===== config.mk =====
export PLATFORM = sky130hd
export DESIGN_NAME = ctf_tap_formatter
export DESIGN_NICKNAME = d
export VERILOG_FILES = /design/src/pkg/ctf_pkg.sv /design/src/pkg/ctf_mux_if.sv /design/src/hw/ctf_pair_mux.sv /design/src/hw/ctf_tap_formatter.sv
export VERILOG_INCLUDE_DIRS = /design/src /design/src/pkg
export SDC_FILE = /design/constraint.sdc
export NUM_CORES = 2
export LEC_CHECK = 0
export BUFFER_PORTS_ARGS = -buffer_cell sky130_fd_sc_hd__buf_2
export CAP_MARGIN = 10
export CELL_PAD_IN_SITES_DETAIL_PLACEMENT = 0
export CELL_PAD_IN_SITES_GLOBAL_PLACEMENT = 2
export CORE_MARGIN = 2
export CORE_UTILIZATION = 36
export DETAILED_ROUTE_END_ITERATION = 10
export PLACE_DENSITY_LB_ADDON = 0.25
export SYNTH_ARGS = -nofsm -noshare
export SYNTH_HDL_FRONTEND = slang
export SYNTH_SLANG_ARGS = --single-unit

===== constraint.sdc =====
create_clock -name CLK -period 25.7 [get_ports CLK]
set_input_delay 5.14 -clock CLK [delete_from_list [all_inputs] [get_ports CLK]]
set_output_delay 5.14 -clock CLK [all_outputs]
set_load 0.05 [all_outputs]

===== src/pkg/ctf_defs.svh =====
`ifndef CTF_DEFS_SVH
`define CTF_DEFS_SVH

// register byte offsets on the apb slave
`define CTF_REG_RATE      12'h000
`define CTF_REG_WINDOW    12'h004
`define CTF_REG_TAPS      12'h008
`define CTF_REG_STATUS    12'h00c

// reset values
`define CTF_RATE_RST      8'h00
`define CTF_WINDOW_RST    8'h00
`define CTF_TAPS_RST      3'h4

// tap mode register codes
`define CTF_TAPS_1        3'h0
`define CTF_TAPS_2        3'h1
`define CTF_TAPS_4        3'h2
`define CTF_TAPS_8        3'h3
`define CTF_TAPS_10       3'h4

// link clock rate select codes and rates
`define CTF_RATE_30       8'h00
`define CTF_RATE_42       8'h01
`define CTF_RATE_60       8'h02
`define CTF_RATE_85       8'h03
`define CTF_CLK_KHZ       100000
`define CTF_F30_KHZ       30000
`define CTF_F42_KHZ       42500
`define CTF_F60_KHZ       60000
`define CTF_F85_KHZ       85000
`define CTF_ACC_BITS      16

// binned bit window select codes
`define CTF_WIN_LOW       8'h00
`define CTF_WIN_HIGH      8'h01

// pair fifos
`define CTF_NFIFO         5
`define CTF_DEPTH         16
`define CTF_AW            4
`define CTF_START_LEVEL   5'h04

// transmitter bit positions
`define CTF_TX_BITS       28
`define CTF_TX_LVAL       24
`define CTF_TX_FVAL       25
`define CTF_TX_LVAL_HI    27

// status register field positions
`define CTF_ST_STATE      0
`define CTF_ST_BASE       4
`define CTF_ST_PHASE      8
`define CTF_ST_LEVEL      12
`define CTF_ST_LINES      20
`define CTF_ST_EMPTY      24

`endif


===== src/pkg/ctf_pkg.sv =====
package ctf_pkg;
`include "ctf_defs.svh"

  typedef enum logic [1:0] {CTF_IDLE, CTF_FIRST_READ, CTF_RUN} ctf_state_t;

  typedef logic [9:0][17:0]  ctf_pix_t;
  typedef logic [27:0]       ctf_tx_t;

  typedef struct packed {
    ctf_state_t                                   state;
    logic [7:0]                                   rate;
    logic [7:0]                                   window;
    logic [2:0]                                   taps;
    logic [2:0]                                   taps_run;
    logic [`CTF_ACC_BITS-1:0]                     acc;
    logic                                         link_clk;
    logic [`CTF_NFIFO-1:0][`CTF_AW:0]             rptr;
    logic [`CTF_AW:0]                             wptr;
    logic [`CTF_AW:0]                             lines;
    logic [`CTF_NFIFO-1:0][16:0]                  head;
    logic [2:0]                                   base;
    logic                                         sub;
    logic [3:0]                                   phase;
    logic [2:0][27:0]                             tx;
    logic [31:0]                                  prdata;
    logic [`CTF_NFIFO-1:0][`CTF_DEPTH-1:0][16:0]  mem;
  } ctf_regs_t;

endpackage


===== src/pkg/ctf_mux_if.sv =====
`timescale 1ns/1ps
interface ctf_mux_if;
  logic [4:0][15:0] pair_word;
  logic [3:0][2:0]  pair_select_bus;
  logic [7:0][7:0]  selected_pixel;

  modport stage (output pair_word, output pair_select_bus, input selected_pixel);
  modport mux   (input pair_word, input pair_select_bus, output selected_pixel);
endinterface


===== src/hw/ctf_pair_mux.sv =====
`timescale 1ns/1ps
module ctf_pair_mux (
  // fifo words in, selected pixels out
  ctf_mux_if.mux bus
);
  import ctf_pkg::*;

  // odd muxes take the low byte (odd pixel), even muxes the high byte
  function automatic logic [7:0] pick(input logic [4:0][15:0] w, input logic [2:0] sel, input logic hi);
    logic [15:0] word;
    begin
      case (sel)
        3'h0: word = w[0];
        3'h1: word = w[1];
        3'h2: word = w[2];
        3'h3: word = w[3];
        3'h4: word = w[4];
        default: word = 16'h0000;
      endcase
      pick = hi ? word[15:8] : word[7:0];
    end
  endfunction

  always_comb begin
    for (int k = 0; k < 8; k++) begin
      bus.selected_pixel[k] = pick(bus.pair_word, bus.pair_select_bus[k/2], k[0]);
    end
  end
endmodule


===== src/hw/ctf_tap_formatter.sv =====
// Summary of operation
// - ten-tap mode packs ten 8-bit pixels over 84 bits, starting at Tx0.
// - ten-tap: line/frame valid on Tx24/Tx25 first, line valid Tx27 others.
// - rate byte picks link clock 30, 42.5, 60 or 85 MHz.
// - window byte keeps binned bits 15:0 (0x00) or 17:2 (0x01).
// - five pair fifos, each with its own read strobe, pixels 1-2 to 9-10.
// - fifo word 16 bits: even pixel high byte, odd pixel low byte.
// - eight five-to-one muxes; odd ones odd pixels, even ones even pixels.
// - four 3-bit select buses, one per mux pair; zero picks pixels 1 and 2.
// - machine goes idle, first read, then loops until fifo line valid drops.
// - leaving empty starts a pre-read of all five fifos.
// - start also needs enough data, so no fifo under-runs mid-line.
// - one-tap: ten-cycle loop, pixels 1 to 10 from muxes one and two.
// - two-tap sends pairs 1-2 to 9-10; ten-tap all ten each clock.
// - four- and eight-tap rotate groups; pairs re-read a clock before use.
// - tap data and valids change only on the link output clock.
// - two-, four-, eight-tap run a five-cycle loop until line valid drops.
// - eight, four, two taps come straight from the first muxes.
//
// Implementation choices: the APB interface to the registers and the address map.
`timescale 1ns/1ps
`include "ctf_defs.svh"
module ctf_tap_formatter (
  // clock, reset, enable
  input  wire logic             CLK,
  input  wire logic             RST,
  input  wire logic             CE,
  // apb slave
  input  wire logic             PSEL,
  input  wire logic             PENABLE,
  input  wire logic             PWRITE,
  input  wire logic [11:0]      PADDR,
  input  wire logic [31:0]      PWDATA,
  output logic      [31:0]      PRDATA,
  output logic                  PREADY,
  output logic                  PSLVERR,
  // binned pixels from the data path
  input  wire logic             PIX_VALID,
  input  wire ctf_pkg::ctf_pix_t PIX_DATA,
  input  wire logic             PIX_LINE_VALID,
  input  wire logic             FRAME_VALID,
  output logic                  PIX_READY,
  // link transmitters
  output logic                  LINK_CLK,
  output ctf_pkg::ctf_tx_t      TX0,
  output ctf_pkg::ctf_tx_t      TX1,
  output ctf_pkg::ctf_tx_t      TX2
);
  import ctf_pkg::*;

  ctf_regs_t r_ff;
  ctf_regs_t nxt_r;

  ctf_mux_if mux_bus ();

  ctf_pair_mux u_mux (
    .bus (mux_bus)
  );

  // register decode shared by read, write and error
  function automatic logic [2:0] reg_index(input logic [11:0] addr);
    begin
      case (addr)
        `CTF_REG_RATE:   reg_index = 3'h1;
        `CTF_REG_WINDOW: reg_index = 3'h2;
        `CTF_REG_TAPS:   reg_index = 3'h3;
        `CTF_REG_STATUS: reg_index = 3'h4;
        default:         reg_index = 3'h0;
      endcase
    end
  endfunction

  // phase step of the link clock accumulator, rate * 2^bits / system clock
  function automatic logic [`CTF_ACC_BITS-1:0] phase_step(input logic [7:0] rate);
    logic [63:0] khz;
    begin
      case (rate)
        `CTF_RATE_42: khz = 64'(`CTF_F42_KHZ);
        `CTF_RATE_60: khz = 64'(`CTF_F60_KHZ);
        `CTF_RATE_85: khz = 64'(`CTF_F85_KHZ);
        default:      khz = 64'(`CTF_F30_KHZ);
      endcase
      phase_step = `CTF_ACC_BITS'((khz << `CTF_ACC_BITS) / 64'(`CTF_CLK_KHZ));
    end
  endfunction

  // 18-bit binned value to the 8-bit pixel carried by the link
  function automatic logic [7:0] window_pick(input logic [17:0] p, input logic [7:0] sel);
    logic [15:0] kept;
    begin
      kept = (sel == `CTF_WIN_HIGH) ? p[17:2] : p[15:0];
      window_pick = kept[15:8];
    end
  endfunction

  function automatic logic [2:0] mod5add(input logic [2:0] a, input logic [2:0] b);
    logic [3:0] s;
    begin
      s = {1'b0, a} + {1'b0, b};
      mod5add = (s >= 4'h5) ? 3'(s - 4'h5) : s[2:0];
    end
  endfunction

  // mux pairs consumed per output clock
  function automatic logic [2:0] pairs_per_clk(input logic [2:0] mode);
    begin
      case (mode)
        `CTF_TAPS_2: pairs_per_clk = 3'h1;
        `CTF_TAPS_4: pairs_per_clk = 3'h2;
        `CTF_TAPS_8: pairs_per_clk = 3'h4;
        `CTF_TAPS_10: pairs_per_clk = 3'h5;
        default:     pairs_per_clk = 3'h1;
      endcase
    end
  endfunction

  // fifos touched by this output clock, starting at the base select
  function automatic logic [4:0] used_mask(input logic [2:0] mode, input logic [2:0] base);
    logic [2:0] n;
    logic [2:0] f;
    begin
      used_mask = 5'h00;
      n = pairs_per_clk(mode);
      for (int k = 0; k < 5; k++) begin
        f = mod5add(base, 3'(k));
        if (3'(k) < n) begin
          used_mask[f] = 1'b1;
        end
      end
    end
  endfunction

  // place taps and valids on the three transmitters
  function automatic logic [2:0][27:0] pack_tx(input logic [2:0] mode, input logic [9:0][7:0] px,
                                               input logic lval, input logic fval);
    logic [83:0] flat;
    int          src;
    begin
      flat = '0;
      src  = 0;
      if (mode == `CTF_TAPS_10) begin
        for (int p = 0; p < 84; p++) begin
          if (p == `CTF_TX_LVAL) begin
            flat[p] = lval;
          end else if (p == `CTF_TX_FVAL) begin
            flat[p] = fval;
          end else if (p == `CTF_TX_BITS + `CTF_TX_LVAL_HI || p == 2 * `CTF_TX_BITS + `CTF_TX_LVAL_HI) begin
            flat[p] = lval;
          end else begin
            flat[p] = px[src / 8][src % 8];
            src     = src + 1;
          end
        end
      end else begin
        // one byte per tap, three taps a transmitter, valids on every one
        for (int n = 0; n < 8; n++) begin
          flat[(n / 3) * `CTF_TX_BITS + (n % 3) * 8 +: 8] = px[n];
        end
        for (int t = 0; t < 3; t++) begin
          flat[t * `CTF_TX_BITS + `CTF_TX_LVAL] = lval;
          flat[t * `CTF_TX_BITS + `CTF_TX_FVAL] = fval;
        end
      end
      pack_tx = flat;
    end
  endfunction

  // select buses follow the base; idle base of zero restores 0,1,2,3
  always_comb begin
    for (int f = 0; f < 5; f++) begin
      mux_bus.pair_word[f] = r_ff.head[f][15:0];
    end
    for (int k = 0; k < 4; k++) begin
      mux_bus.pair_select_bus[k] = mod5add(r_ff.base, 3'(k));
    end
  end

  always_comb begin
    logic [4:0]        empty_f;
    logic [4:0]        used;
    logic [4:0]        rd;
    logic              any_full;
    logic              wr_go;
    logic              tick;
    logic              fifo_line_valid;
    logic              starved;
    logic              line_end;
    logic [`CTF_ACC_BITS:0] acc_sum;
    logic [9:0][7:0]   px;
    logic [`CTF_AW:0]  level;
    logic [2:0]        ridx;
    logic [31:0]       status;
    empty_f         = 5'h00;
    used            = 5'h00;
    rd              = 5'h00;
    any_full        = 1'b0;
    wr_go           = 1'b0;
    tick            = 1'b0;
    fifo_line_valid = 1'b0;
    starved         = 1'b0;
    line_end        = 1'b0;
    acc_sum         = '0;
    px              = '0;
    level           = '0;
    ridx            = 3'h0;
    status          = 32'h0000_0000;
    nxt_r           = r_ff;

    for (int f = 0; f < 5; f++) begin
      empty_f[f] = (r_ff.rptr[f] == r_ff.wptr);
      if ((r_ff.wptr - r_ff.rptr[f]) == 5'(`CTF_DEPTH)) begin
        any_full = 1'b1;
      end
    end
    level = r_ff.wptr - r_ff.rptr[0];

    // no square wave above half the system clock fits, so the link clock is a strobe per period
    acc_sum         = {1'b0, r_ff.acc} + {1'b0, phase_step(r_ff.rate)};
    nxt_r.acc       = acc_sum[`CTF_ACC_BITS-1:0];
    tick            = acc_sum[`CTF_ACC_BITS];
    nxt_r.link_clk  = tick;

    // apb: read data latched in setup, write at the access edge
    ridx = reg_index(PADDR);
    status[`CTF_ST_STATE +: 2] = r_ff.state;
    status[`CTF_ST_BASE +: 3]  = r_ff.base;
    status[`CTF_ST_PHASE +: 4] = r_ff.phase;
    status[`CTF_ST_LEVEL +: 5] = level;
    status[`CTF_ST_LINES +: 5] = r_ff.lines;
    status[`CTF_ST_EMPTY +: 5] = empty_f;
    if (PSEL && !PENABLE) begin
      case (ridx)
        3'h1:    nxt_r.prdata = {24'h000000, r_ff.rate};
        3'h2:    nxt_r.prdata = {24'h000000, r_ff.window};
        3'h3:    nxt_r.prdata = {29'h00000000, r_ff.taps};
        3'h4:    nxt_r.prdata = status;
        default: nxt_r.prdata = 32'h0000_0000;
      endcase
    end
    if (PSEL && PENABLE && PWRITE) begin
      case (ridx)
        3'h1:    nxt_r.rate   = PWDATA[7:0];
        3'h2:    nxt_r.window = PWDATA[7:0];
        3'h3:    nxt_r.taps   = PWDATA[2:0];
        default: nxt_r.taps   = r_ff.taps;
      endcase
    end

    // output machine
    fifo_line_valid = r_ff.head[r_ff.base][16];
    used            = used_mask(r_ff.taps_run, r_ff.base);
    case (r_ff.state)
      CTF_IDLE: begin
        nxt_r.base  = 3'h0;
        nxt_r.sub   = 1'b0;
        nxt_r.phase = 4'h0;
        // a full line queued or enough words to stay ahead of the reads
        if (tick && empty_f == 5'h00 && (level >= `CTF_START_LEVEL || r_ff.lines != '0)) begin
          rd             = 5'h1f;
          nxt_r.taps_run = (r_ff.taps > `CTF_TAPS_10) ? `CTF_TAPS_10 : r_ff.taps;
          nxt_r.state    = CTF_FIRST_READ;
        end
      end
      CTF_FIRST_READ: begin
        if (tick) begin
          nxt_r.state = CTF_RUN;
        end
      end
      CTF_RUN: begin
        if (tick) begin
          if (!fifo_line_valid) begin
            line_end    = 1'b1;
            nxt_r.state = CTF_IDLE;
            nxt_r.base  = 3'h0;
            nxt_r.tx    = pack_tx(r_ff.taps_run, px, 1'b0, FRAME_VALID);
          end else begin
            starved = |(used & empty_f);
            if (r_ff.taps_run == `CTF_TAPS_10) begin
              for (int f = 0; f < 5; f++) begin
                px[2*f]   = r_ff.head[f][7:0];
                px[2*f+1] = r_ff.head[f][15:8];
              end
            end else if (r_ff.taps_run == `CTF_TAPS_1) begin
              px[0] = r_ff.sub ? mux_bus.selected_pixel[1] : mux_bus.selected_pixel[0];
            end else begin
              for (int k = 0; k < 8; k++) begin
                px[k] = mux_bus.selected_pixel[k];
              end
            end
            if (starved) begin
              // hold the group; line valid low so the grabber skips this clock
              nxt_r.tx = pack_tx(r_ff.taps_run, px, 1'b0, FRAME_VALID);
            end else begin
              nxt_r.tx = pack_tx(r_ff.taps_run, px, 1'b1, FRAME_VALID);
              if (r_ff.taps_run == `CTF_TAPS_1) begin
                nxt_r.sub   = ~r_ff.sub;
                nxt_r.phase = (r_ff.phase == 4'h9) ? 4'h0 : r_ff.phase + 4'h1;
                if (r_ff.sub) begin
                  rd         = used;
                  nxt_r.base = mod5add(r_ff.base, 3'h1);
                end
              end else begin
                // each used pair refills now, at least one clock before its next use
                rd          = used;
                nxt_r.base  = mod5add(r_ff.base, pairs_per_clk(r_ff.taps_run));
                nxt_r.phase = (r_ff.phase == 4'h4) ? 4'h0 : r_ff.phase + 4'h1;
              end
            end
          end
        end
      end
      default: begin
        nxt_r.state = CTF_IDLE;
      end
    endcase

    // per-fifo read strobes load the head registers
    for (int f = 0; f < 5; f++) begin
      if (rd[f]) begin
        nxt_r.head[f] = r_ff.mem[f][r_ff.rptr[f][`CTF_AW-1:0]];
        nxt_r.rptr[f] = r_ff.rptr[f] + 5'h01;
      end
    end

    // write side: one word into each of the five fifos
    wr_go = PIX_VALID && !any_full;
    if (wr_go) begin
      for (int f = 0; f < 5; f++) begin
        nxt_r.mem[f][r_ff.wptr[`CTF_AW-1:0]] = {PIX_LINE_VALID, window_pick(PIX_DATA[2*f+1], r_ff.window),
                                                window_pick(PIX_DATA[2*f], r_ff.window)};
      end
      nxt_r.wptr = r_ff.wptr + 5'h01;
    end
    // count of line-end markers still queued
    if (wr_go && !PIX_LINE_VALID && !line_end) begin
      nxt_r.lines = r_ff.lines + 5'h01;
    end else if (line_end && !(wr_go && !PIX_LINE_VALID) && r_ff.lines != '0) begin
      nxt_r.lines = r_ff.lines - 5'h01;
    end
  end

  always_ff @(posedge CLK) begin
    if (RST) begin
      r_ff        <= '0;
      r_ff.rate   <= `CTF_RATE_RST;
      r_ff.window <= `CTF_WINDOW_RST;
      r_ff.taps   <= `CTF_TAPS_RST;
    end else if (CE) begin
      r_ff <= nxt_r;
    end
  end

  // zero-wait slave; error only for an unmapped access phase
  assign PREADY    = 1'b1;
  assign PSLVERR   = PSEL && PENABLE && (reg_index(PADDR) == 3'h0);
  assign PRDATA    = r_ff.prdata;
  assign PIX_READY = ~(|{(r_ff.wptr - r_ff.rptr[0]) == 5'(`CTF_DEPTH),
                         (r_ff.wptr - r_ff.rptr[1]) == 5'(`CTF_DEPTH),
                         (r_ff.wptr - r_ff.rptr[2]) == 5'(`CTF_DEPTH),
                         (r_ff.wptr - r_ff.rptr[3]) == 5'(`CTF_DEPTH),
                         (r_ff.wptr - r_ff.rptr[4]) == 5'(`CTF_DEPTH)});
  assign LINK_CLK  = r_ff.link_clk;
  assign TX0       = r_ff.tx[0];
  assign TX1       = r_ff.tx[1];
  assign TX2       = r_ff.tx[2];
endmodule


==> impl_metrics.env <==
export IMPL_outcome="finished, final reports clean"
export IMPL_drt_iter0_markers=6573
export IMPL_final_common_cell="nor2_1"
export IMPL_slew_headroom_pct=8.33
export IMPL_finalWirelength_microns=302000
export IMPL_ios=353
export IMPL_multiInputGateArea_sq_um=46100
export IMPL_sequentialPowerShare_pct=42.1
export IMPL_syn_area_per_cell_sq_um=9.27
export IMPL_fillers=22182
export IMPL_start_util_pct=36.2
export IMPL_p_total_mw=5.88
export IMPL_synthFlopType="dfxtp_1"
export IMPL_sw_frac_of_total_pct=27.8
export IMPL_max_cap_viol_count=0
export IMPL_antenna_found_initial=10
export IMPL_p_switching_mw=1.63
export IMPL_cts_max_path_buffers=3
export IMPL_power_leakage_nw=30.5
export IMPL_grt_pass1_vias=65633
export IMPL_yosys_top_cells_area="dfxtp_1 (39%), a211oi_1 (12%), mux4_2 (12%), nor2_1 (8.4%), mux2i_1 (3.6%)"
export IMPL_gp_routability_congestion=0.935
export IMPL_postSynth_asyncResetShare_pct=0
export IMPL_synth_edf_count=0
export IMPL_cts_hold_buf=0
export IMPL_powerDensity_nw_per_um2=64.1
export IMPL_viasPerCell=5.85
export IMPL_area_growth_pct=12.5
export IMPL_period_share_pct=94.2
export IMPL_reg2reg_depth=99
export IMPL_die_area_sq_um=230000
export IMPL_grt_use_total_pct=25.5
export IMPL_p_clk_share_pct=42.8
export IMPL_hp_class="reg -> reg"
export IMPL_dp_hpwl_microns=199000
export IMPL_synth_cells=8787
export IMPL_timing_fmax_mhz=41.3
export IMPL_layout_common_cells="nor2_1 (1,801), dfxtp_1 (1,564), a211oi_1 (1,325)"
export IMPL_worstHoldPathCells=2
export IMPL_num_vias=68818
export IMPL_die_h_microns=480
export IMPL_finish_utilization_pct=40.8
export IMPL_clock_root_buffer="clkbuf_16"
export IMPL_finalNetCount=8959
export IMPL_drc=0
export IMPL_worst_path_max_delay_cell="nor2_4"
export IMPL_portBuffers=241
export IMPL_grt_pass1_wl_microns=447000
export IMPL_cts_tree="built"
export IMPL_path_max_fanout=37
export IMPL_rows=174
export IMPL_finalMaxSlewViolations=0
export IMPL_fin_hold_ws_ps=452
export IMPL_placed_cell_area_sq_um=85500
export IMPL_fin_crit_ps=24200
export IMPL_required_ps=26420
export IMPL_htree_levels=4
export IMPL_final_area_sq_um=91700
export IMPL_critPathCaptureType="register"
export IMPL_final_antenna_net_count=0
export IMPL_cts_sinks=1574
export IMPL_core_sq_um=225000
export IMPL_fin_skew_ps=43.0
export IMPL_intPower_mw=4.25
export IMPL_synth_seq_cells=1574
export IMPL_clk_latency_ps=830
export IMPL_ys_types=141
export IMPL_routedWlPerCell_microns=25.6
export IMPL_crit_type="reg -> reg"
export IMPL_hold_viol_final=0
export IMPL_cp_start_kind="register"
export IMPL_yosys_warnings=0
export IMPL_ys_seq_area_share_pct=38.7
export IMPL_grt_max_degree=246
export IMPL_cpMostUsedCell="ha_1"
export IMPL_gr_total_overflow=0
export IMPL_worstMarginPinSlew_ps=1380
export IMPL_path_clk_slew_ps=60
export IMPL_setup_violations=0
export IMPL_die_w_microns=480
export IMPL_seqCellArea_sq_um=31500
export IMPL_slowest_delay_ps=830
export IMPL_ir_drop_mv=0.0588
export IMPL_drive_above_1_share_pct=17.9
export IMPL_combPwrFrac_pct=15.1
export IMPL_cts_made_buffers=170
export IMPL_yosysTopAreaCell="dfxtp_1"
export IMPL_cp_arrival_ps=24920
export IMPL_netlist_area_leader_share_pct=38.7
export IMPL_netlist_area_sq_um=81500
export IMPL_first_pass_iters=7
==> metrics by stage <==
| step | setup WS (ps) | TNS [ps] | std cells |
|---|---|---|---|
| floorplan | 575 | 0 | 8792 |
| global placement | 53.3 | 0 | 11441 |
| detailed placement | 232 | 0 | 11441 |
| CTS | 74.4 | 0 | 11746 |
| global route | -20.7 | -83.0 | 11758 |
| finish | 1500 | 0 | 11760 |
==> registers in the layout, summed over array words and instances, names as in the netlist <==
register,flops
PRDATA,26
TX1,27
TX0,28
LINK_CLK,1
r_ff,1384
TX2,28
mux_bus.pair_word,80
==> area by class of cell <==
type	count	share of cell area (%)
well taps	2992	4.08
repair buffers	616	4.52
multi-input cells	6165	50.2
flip-flops and latches	1574	34.4
clock inverters	49	0.798
diodes	3	0.00819
clock buffers	256	5.51
inverters	105	0.438
==> power by group through the flow <==
stage	Sequential, mW	Clock, mW	Combinational [mW]
2_1_floorplan	2.53	0	0.581
3_3_place_gp	2.53	0	0.838
3_5_place_dp	2.53	0	0.839
4_1_cts	2.48	2.58	0.843
5_1_grt	2.48	2.68	0.962
6_report	2.48	2.52	0.886
==> path summary, 6_finish.rpt <==
kind / slack, ps / to / start
max reg2reg: 1500 / TX2[17]$_SDFFE_PP0P_ / r_ff[1639]$_SDFFE_PP0P_
max: 1500 / TX2[17]$_SDFFE_PP0P_ / r_ff[1639]$_SDFFE_PP0P_
min reg2reg: 450 / TX2[5]$_SDFFE_PP0P_ / TX2[5]$_SDFFE_PP0P_
min: 450 / TX2[5]$_SDFFE_PP0P_ / TX2[5]$_SDFFE_PP0P_
==> cells in the mapped netlist (all sizes together), types with 16 or more instances <==
library cell and count:
a2111oi 16, a211oi 1337, a21o 38, a21oi 263
a221o 53, a221oi 17, a222oi 34, a22oi 75
a311oi 18, a31oi 61, and2 40, and3 39
and4 20, buf 335, clkbuf 613, dfxtp 1574
ha 89, inv 103, mux2 21, mux2i 292
mux4 431, nand2 315, nand2b 39, nand3 79
nand4 51, nor2 1828, nor2b 28, nor3 116
nor3b 21, nor4 47, o2111ai 20, o211ai 45
o21a 16, o21ai 168, o21bai 18, o31ai 21
or2 24, or3 24, xnor2 120, xor2 56
==> logic make-up after synthesis <==
group | Yosys count | share of synthesized area, %
buffers and inverters | 1053 | 5.52
xor gates and xnor gates | 177 | 1.95
AOI/OAI and AO/OA | 2411 | 22.0
DFF | 1574 | 38.7
and+or+nand+nor | 2732 | 14.6
adders and majority gates | 94 | 1.49
muxes | 744 | 15.8
other | 2 | 0.00922
==> timing repair <==
action,CTS,global route
endpoints found under the hold margin,0,0
resized for setup,0,76
endpoints found under the setup margin,0,212
buffers inserted,0,8
==> metal layers <==
| layer | GRT usage (%) | wire length, microns |
|---|---|---|
| met1 | 36.8 | 142000 |
| met2 | 39.4 | 135000 |
| met3 | 3.47 | 16800 |
| met4 | 7.39 | 8420 |
| met5 | 0 | 27 |
==> critical path, delay by kind of cell (launching register included) <==
family / cells / cell delay (ps)
buffers and inverters: 11 / 2220
adder cells (fa/ha/maj): 8 / 2040
XOR/XNOR: 5 / 1350
AO/OA/AOI/OAI: 43 / 9200
multiplexers: 1 / 300
AND/OR/NAND/NOR: 31 / 8520
flip-flops: 1 / 370
No activity file was read; power rests on OpenSTA's default activity.
